===== config.mk =====
export PLATFORM = sky130hd
export DESIGN_NAME = pse_common_register_decode
export DESIGN_NICKNAME = d
export VERILOG_FILES = /design/src/include/pse_common_pkg.sv /design/src/logic/port_fault_flag.sv /design/src/logic/pse_common_register_decode.sv /design/src/logic/sel_sync.sv
export VERILOG_INCLUDE_DIRS = /design/src /design/src/include
export SDC_FILE = /design/constraint.sdc
export NUM_CORES = 1
export LEC_CHECK = 0
export ABC_AREA = 0
export BUFFER_PORTS_ARGS = -buffer_cell sky130_fd_sc_hd__buf_2
export CORE_MARGIN = 3
export CORE_UTILIZATION = 45
export CTS_BUF_LIST = sky130_fd_sc_hd__clkbuf_16
export CTS_CLUSTER_DIAMETER = 200
export DETAILED_ROUTE_END_ITERATION = 10
export GPL_ROUTABILITY_DRIVEN = 0
export GPL_TIMING_DRIVEN = 0
export PLACE_DENSITY_LB_ADDON = 0.3
export REMOVE_ABC_BUFFERS = 1
export SETUP_SLACK_MARGIN = 0.05
export SLEW_MARGIN = 20
export SYNTH_ARGS = -nofsm -noshare
export SYNTH_HDL_FRONTEND = slang
export SYNTH_SLANG_ARGS = --single-unit

===== constraint.sdc =====
create_clock -name clk -period 4.05 [get_ports clk]
set_input_delay 0.2025 -clock clk [delete_from_list [all_inputs] [get_ports clk]]
set_output_delay 0.2025 -clock clk [all_outputs]
set_load 0.05 [all_outputs]

===== src/include/pse_common_regs.svh =====
// field positions, masks and reset values of the common bank
// assumes inclusion by bare name from design files
`ifndef PSE_COMMON_REGS_SVH
`define PSE_COMMON_REGS_SVH
`define SEL_REGCODE_HI 6
`define SEL_REGCODE_LO 3
`define SEL_PORT_HI 1
`define SEL_PORT_LO 0
`define SEL_MASK 8'h7B
`define SEL_RESET 8'h00
`define CTRL_MASK 8'h3F
`define CTRL_RESET 8'h00
`define TEST_MASK 8'h7E
`define TEST_RESET 8'h00
`define CTRL_THERM_DIS 5
`define CTRL_AC_HIGH 4
`define CTRL_AC_LOW 3
`define CTRL_VOLT_DIS 2
`define CTRL_ALL_OFF 1
`define CTRL_SW_RESET 0
`define TEST_FORCE_THERM 6
`define TEST_POR_FORCE 5
`define TEST_DISC_TMR_DIS 4
`define TEST_DISC_HALT 3
`define TEST_DISC_FAST 2
`define TEST_RETRY_DIS 1
`define FAULT_LSB 4
`define SW_RESET_CYCLES 8'h10
`endif


===== src/include/pse_common_pkg.sv =====
// types shared by the common register decode block
// no assumptions
package pse_common_pkg;
  typedef enum logic [3:0] {
    REG_COMMON_READ = 4'h0,
    REG_COMMON_CTRL = 4'h1,
    REG_PORT_CTRL1 = 4'h2,
    REG_PORT_CTRL2 = 4'h3,
    REG_PORT_STAT1 = 4'h4,
    REG_PORT_STAT2 = 4'h5,
    REG_RES_LO = 4'h6,
    REG_RES_HI = 4'h7,
    REG_VOLT_LO = 4'h8,
    REG_VOLT_HI = 4'h9,
    REG_CURR_LO = 4'hA,
    REG_CURR_HI = 4'hB,
    REG_TEMP_LO = 4'hC,
    REG_TEMP_HI = 4'hD,
    REG_UNUSED = 4'hE,
    REG_TEST_MODE = 4'hF
  } reg_code_e;
  typedef enum logic [1:0] {
    RST_IDLE = 2'b00,
    RST_ACTIVE = 2'b01
  } sw_reset_state_e;
endpackage


===== src/logic/port_fault_flag.sv =====
// one sticky general fault flag of a port
// assumes set and clear pulses on clk
`timescale 1ns/1ps
module port_fault_flag
(
  input wire logic clk,
  input wire logic resetn,
  input wire logic softReset,
  input wire logic faultSet,
  input wire logic manualMode,
  input wire logic disableCall,
  input wire logic retryExpired,
  output logic flag
);
  logic clearNow;
  assign clearNow = manualMode ? disableCall : retryExpired;
  always_ff @(posedge clk or negedge resetn)
  begin
    if (!resetn)
      flag <= 1'b0;
    else if (softReset)
      flag <= 1'b0;
    else if (faultSet)
      flag <= 1'b1;
    else if (clearNow)
      flag <= 1'b0;
  end
endmodule // port_fault_flag


===== src/logic/pse_common_register_decode.sv =====
// select byte decode and common registers of a four-port power manager
// assumes a serial slave in the clk domain delivers byte strobes
// Notes on behaviour
// - select bits 6..3 give register code: common read, control, port regs
// - codes 6..D pick result bytes; E unused; F is the test register
// - select bits 1..0 pick port one to four
// - select bits 7 and 2 unused as zero; select resets to zero
// - common read bits 7..4 are port 4..1 fault flags, reset zero
// - manual mode: fault flag cleared only by that port's disable call or a software reset
// - automatic mode: fault flag cleared when retry delay timer expires
// - test bit 6 forces thermal shutdown, all ports off
// - test bit 5 forces power-on reset timer out of reset
// - test bit 4 disables both 4 ms discovery timers
// - test bit 3 halts discovery one and two on all ports
// - test bit 2 makes light-load disconnect delay zero
// - test bit 1 disables the 750 ms retry delay timer
// - control bit 5 disables thermal fault; locked after probing
// - control bit 2 disables over and under voltage faults
// - control bit 1 shuts all ports down without ramp
// - control bit 0 resets all circuits and restarts power-on timing
// - common writes act on all ports; port writes on selected port
// - selection latched after eighth select bit, kept for data
`timescale 1ns/1ps
`include "pse_common_regs.svh"
module pse_common_register_decode
#(
  parameter logic [1:0] CHIP_REV = 2'h1, // arbitrary
  parameter logic [1:0] CHIP_ID = 2'h1 // arbitrary
)
(
  input wire logic clk,
  input wire logic resetn,
  input wire logic selStrobe,
  input wire logic [7:0] selByte,
  input wire logic dataStrobe,
  input wire logic [7:0] wrData,
  input wire logic [3:0] portFaultSet,
  input wire logic [3:0] portDisableCall,
  input wire logic [3:0] retryExpired,
  input wire logic manualModePin,
  input wire logic probeDone,
  output logic [7:0] rdData,
  output logic [3:0] regCode,
  output logic [1:0] portSel,
  output logic [3:0] portWriteStrobe,
  output logic portWriteCommon,
  output logic thermalFaultDisable,
  output logic acHighDrive,
  output logic acLowDrive,
  output logic voltFaultDisable,
  output logic allPortsOff,
  output logic softResetActive,
  output logic forceThermalShutdown,
  output logic porForceRun,
  output logic discoveryTimersOff,
  output logic discoveryHalt,
  output logic disconnectDelayZero,
  output logic retryTimerOff
);
  logic [7:0] sel_reg;
  logic [7:0] ctrl_reg;
  logic [7:0] test_reg;
  logic [7:0] rstCnt_reg;
  logic [3:0] faultFlags;
  logic manualMode;
  logic softReset;
  logic selectReady;
  pse_common_pkg::sw_reset_state_e rst_reg;
  pse_common_pkg::reg_code_e code;

  sel_sync u_mode_sync
  (
    .clk(clk),
    .resetn(resetn),
    .din(manualModePin),
    .dout(manualMode)
  );

  assign code = pse_common_pkg::reg_code_e'(
    sel_reg[`SEL_REGCODE_HI:`SEL_REGCODE_LO]);
  assign regCode = code;
  assign portSel = sel_reg[`SEL_PORT_HI:`SEL_PORT_LO];
  assign softReset = (rst_reg == pse_common_pkg::RST_ACTIVE);
  assign softResetActive = softReset;

  // select byte held until next select strobe or software reset
  always_ff @(posedge clk or negedge resetn)
  begin
    if (!resetn)
      sel_reg <= `SEL_RESET;
    else if (softReset)
      sel_reg <= `SEL_RESET;
    else if (selStrobe)
      sel_reg <= selByte & `SEL_MASK;
  end

  always_ff @(posedge clk or negedge resetn)
  begin
    if (!resetn)
      selectReady <= 1'b0;
    else if (softReset)
      selectReady <= 1'b0;
    else if (selStrobe)
      selectReady <= 1'b1;
  end

  // common control register
  always_ff @(posedge clk or negedge resetn)
  begin
    if (!resetn)
      ctrl_reg <= `CTRL_RESET;
    else if (softReset)
      ctrl_reg <= `CTRL_RESET;
    else if (dataStrobe && !selStrobe && selectReady &&
             code == pse_common_pkg::REG_COMMON_CTRL)
    begin
      ctrl_reg <= wrData & `CTRL_MASK;
      if (probeDone)
        ctrl_reg[`CTRL_THERM_DIS] <= ctrl_reg[`CTRL_THERM_DIS];
    end
  end

  // test register
  always_ff @(posedge clk or negedge resetn)
  begin
    if (!resetn)
      test_reg <= `TEST_RESET;
    else if (softReset)
      test_reg <= `TEST_RESET;
    else if (dataStrobe && !selStrobe && selectReady &&
             code == pse_common_pkg::REG_TEST_MODE)
      test_reg <= wrData & `TEST_MASK;
  end

  // software reset sequencer
  always_ff @(posedge clk or negedge resetn)
  begin
    if (!resetn)
    begin
      rst_reg <= pse_common_pkg::RST_IDLE;
      rstCnt_reg <= 8'h00;
    end
    else
    begin
      case (rst_reg)
        pse_common_pkg::RST_IDLE:
        begin
          rstCnt_reg <= 8'h00;
          if (ctrl_reg[`CTRL_SW_RESET])
            rst_reg <= pse_common_pkg::RST_ACTIVE;
        end
        pse_common_pkg::RST_ACTIVE:
        begin
          rstCnt_reg <= rstCnt_reg + 8'h01;
          if (rstCnt_reg == `SW_RESET_CYCLES - 8'h01)
            rst_reg <= pse_common_pkg::RST_IDLE;
        end
        default:
          rst_reg <= pse_common_pkg::RST_IDLE;
      endcase
    end
  end

  genvar p;
  generate
    for (p = 0; p < 4; p++)
    begin : g_fault
      port_fault_flag u_flag
      (
        .clk(clk),
        .resetn(resetn),
        .softReset(softReset),
        .faultSet(portFaultSet[p]),
        .manualMode(manualMode),
        .disableCall(portDisableCall[p]),
        .retryExpired(retryExpired[p]),
        .flag(faultFlags[p])
      );
    end
  endgenerate

  // read data register
  always_ff @(posedge clk or negedge resetn)
  begin
    if (!resetn)
      rdData <= 8'h00;
    else
    begin
      case (code)
        pse_common_pkg::REG_COMMON_READ:
          rdData <= {faultFlags, CHIP_REV, CHIP_ID};
        pse_common_pkg::REG_COMMON_CTRL:
          rdData <= ctrl_reg;
        pse_common_pkg::REG_TEST_MODE:
          rdData <= test_reg;
        default:
          rdData <= 8'h00;
      endcase
    end
  end

  // per-port write strobe goes only to addressed port
  always_comb
  begin
    portWriteStrobe = 4'h0;
    portWriteCommon = 1'b0;
    if (dataStrobe && selectReady && !selStrobe)
    begin
      if (code == pse_common_pkg::REG_PORT_CTRL1 ||
          code == pse_common_pkg::REG_PORT_CTRL2)
        portWriteStrobe[portSel] = 1'b1;
      if (code == pse_common_pkg::REG_COMMON_CTRL ||
          code == pse_common_pkg::REG_TEST_MODE)
        portWriteCommon = 1'b1;
    end
  end

  assign thermalFaultDisable = ctrl_reg[`CTRL_THERM_DIS];
  assign acHighDrive = ctrl_reg[`CTRL_AC_HIGH];
  assign acLowDrive = ctrl_reg[`CTRL_AC_LOW];
  assign voltFaultDisable = ctrl_reg[`CTRL_VOLT_DIS];
  assign allPortsOff = ctrl_reg[`CTRL_ALL_OFF];
  assign forceThermalShutdown = test_reg[`TEST_FORCE_THERM];
  assign porForceRun = test_reg[`TEST_POR_FORCE];
  assign discoveryTimersOff = test_reg[`TEST_DISC_TMR_DIS];
  assign discoveryHalt = test_reg[`TEST_DISC_HALT];
  assign disconnectDelayZero = test_reg[`TEST_DISC_FAST];
  assign retryTimerOff = test_reg[`TEST_RETRY_DIS];
endmodule // pse_common_register_decode


===== src/logic/sel_sync.sv =====
// two-stage synchroniser for one level
// assumes asynchronous source
`timescale 1ns/1ps
module sel_sync
(
  input wire logic clk,
  input wire logic resetn,
  input wire logic din,
  output logic dout
);
  logic stage1;
  always_ff @(posedge clk or negedge resetn)
  begin
    if (!resetn)
    begin
      stage1 <= 1'b0;
      dout <= 1'b0;
    end
    else
    begin
      stage1 <= din;
      dout <= stage1;
    end
  end
endmodule // sel_sync


==> run summary <==
CTS tree - done
global-route wire length before repair - 6470 um
die width - 71.5 um
setup TNS - 0 ps
sequential share of power - 43.5%
WP data arrival - 1760 ps
synth top area cells - dfrtp_1 (54%), mux2i_1 (13%), nand2b_1 (6.5%), nor2_1 (3.3%), buf_6 (2.3%)
Critical Path Source Type - flop
synth unique cells - 31
worst r2r src - sel_reg[3]
largest net degree at the start of global routing - 43
Worst-path clk slew - 60 ps
# IOs - 65
GRT overflow - 0
hold buffer count at CTS - 0
H-Tree Depth - 2
Comb power frac - 30.1%
most common cell in the netlist - dfrtp_1
Critical Path RT - 3850 ps
worst vdd rail ir drop - 0.420 mV
Core Area - 0.00406 mm2
die area - 0.00511 mm2
worst hold-check path type - in -> reg
FILL cells - 367
clock skew - 4.55 ps
Max Slew Vio Count - 0
Die Span Y - 71.5 um
Clock Tree Buf Depth - 2
Net Sw Power - 544 uW
Fmax achieved - 509 MHz
pwr dens - 597 mW/mm2
# setup viols final - 0
Clock Power Share - 26.4%
Worst Hold Launch - manualModePin
final WL - 3800 um
Synth top area share - 54.5%
Yosys reg bits - 42
sw frac - 38.6%
status - complete, no violations
worst hold path endpoint - u_mode_sync.stage1
area of the multi-input gates - 795 um2
Reg2Reg Setup Slack - 2480 ps
Placement Setup Slack - 2370 ps
clk sink count - 42
unrepaired setup endpoints after global routing - no
Post-CTS Setup Bufs - 0
syn avg cell area - 11.3 um2
Nets - 263
Vias - 1403
number of antenna violations at the first check in global routing - 0
antenna-violating nets left - 0
initial drt markers - 38
DP HPWL - 2680 um
Post-synth EDFFs - 0
sequential area share after synthesis - 54.5%
type of the worst setup path - reg -> out
Ant. Diodes - 0
worst r2r dst - test_reg[1]
area delta synth->final - 22.3%
Period minus WS final - 1970 ps
GRT Resource Usage Total - 16.4%
Mapped Area - 0.00193 mm2
vias per cell - 5.03
max-cap violation count - 0
Worst Hold Path Cells - 1
cts repair resizes - 0
worst skew pair latency - 280 ps
post-synthesis cell count - 171
Rows - 23
Async SR Flop Fraction - 100%
Synth warnings - 0
endpoints failing hold - 0
vias in the first global route - 1434
total power - 1410 uW
I/O Buffers - 61
slew at the pin closest to its max-slew limit - 910 ps
# DRC - 0
Leakage - 0.00124 uW
CTS root buf - clkbuf_16
drt wl/cell - 13.6 um
Pint - 864 uW
most frequent cells after synthesis - dfrtp_1 (42), mux2i_1 (25), nand2b_1 (20), nor2_1 (17), nand2_1 (7)
Initial Util - 47.5%
period utilization - 48.5%
Post-synth top flop - dfrtp_1
Critical Path Sink Type - output pin
Worst slew margin - 39.4%
final setup margin - 2080 ps
DRT Pass-1 Iters - 4
critical path fanouts, max - 9
share of layout cells above drive strength 1 - 31.0%
area leader, netlist - dfrtp_1
Num CTS Buffers - 5
register area - 0.00105 mm2
Worst Reg2Reg Path Length in Cells - 3
==> how the worst max path moves through the flow <==
stage,start,end,slack [ps]
after floorplan,sel_reg[5],portWriteStrobe[1],1840
after global placement,rst_reg[0],softResetActive,2360
after detailed placement,sel_reg[3],portWriteCommon,2370
after CTS,sel_reg[3],portWriteCommon,2050
after global routing,sel_reg[3],portWriteCommon,1970
final,sel_reg[3],portWriteCommon,2080
==> layout by cell type, fill, tap and decap left out, drive strengths merged, types with 2 or more instances in the layout <==
| cell | count |
|---|---|
| dfrtp | 42 |
| nand2b | 20 |
| clkinv | 2 |
| a21boi | 2 |
| clkbuf | 5 |
| nand3 | 4 |
| mux2i | 25 |
| nand2 | 7 |
| nor2 | 17 |
| nor2b | 3 |
| inv | 3 |
| nand4 | 3 |
| a21oi | 5 |
| or3 | 3 |
| a22o | 3 |
| xnor2 | 2 |
| o21ai | 6 |
| buf | 61 |
| and2 | 6 |
==> area by class of cell <==
| cell class | count | share of cell area (%) |
|---|---|---|
| well taps | 50 | 2.65 |
| inverters | 2 | 0.318 |
| clock inverters | 3 | 0.530 |
| repair buffers | 61 | 12.9 |
| flip-flops and latches | 42 | 44.6 |
| multi-input cells | 116 | 33.7 |
| clock buffers | 5 | 5.30 |
==> cell families (layout without fill, tap and decap cells) <==
family                   count (synthesis)  after routing  share of synthesized area [%]
AO/OA/AOI/OAI                           17             17                           5.38
XOR/XNOR                                 3              3                           1.36
adder cells (fa/ha/maj)                  1              1                          0.648
buffers and inverters                   13             71                           4.34
flip-flops                              42             42                           54.5
multiplexers                            25             25                           13.0
AND/OR/NAND/NOR                         70             70                           20.8
==> power by group through the flow <==
stage / clock network (uW) / registers, uW / logic, uW
floorplan: 0 / 764 / 151
global placement: 0 / 620 / 426
detailed placement: 0 / 619 / 430
CTS: 383 / 612 / 431
global route: 401 / 630 / 456
finish: 372 / 612 / 424
==> routing by layer <==
metal  track usage [%]  share of wire, %  vias to the layer above
met5                 0                 0                        -
met4              5.64               1.5                        0
met3              6.31               8.2                        6
met2              25.9                45                       49
met1              20.5                45                      662
li1                  -                 -                      686
==> per-stage QoR <==
step	cells	utilization [%]	area (um2)	hold WS [ps]
after detailed placement	271	54.7	2220	315
after floorplan	160	-	1850	-93.1
after global placement	271	54.7	2220	311
after CTS	279	58.1	2360	16.5
final	279	58.2	2360	20.3
after global routing	279	58.2	2360	18.4
==> critical path, cell delays in order, from the launching register on <==
cell and delay [ps]:
dfrtp_1 550, and4_1 490, o21a_1 180, buf_2 260
Note: power is estimated with default switching activity, not from simulation.
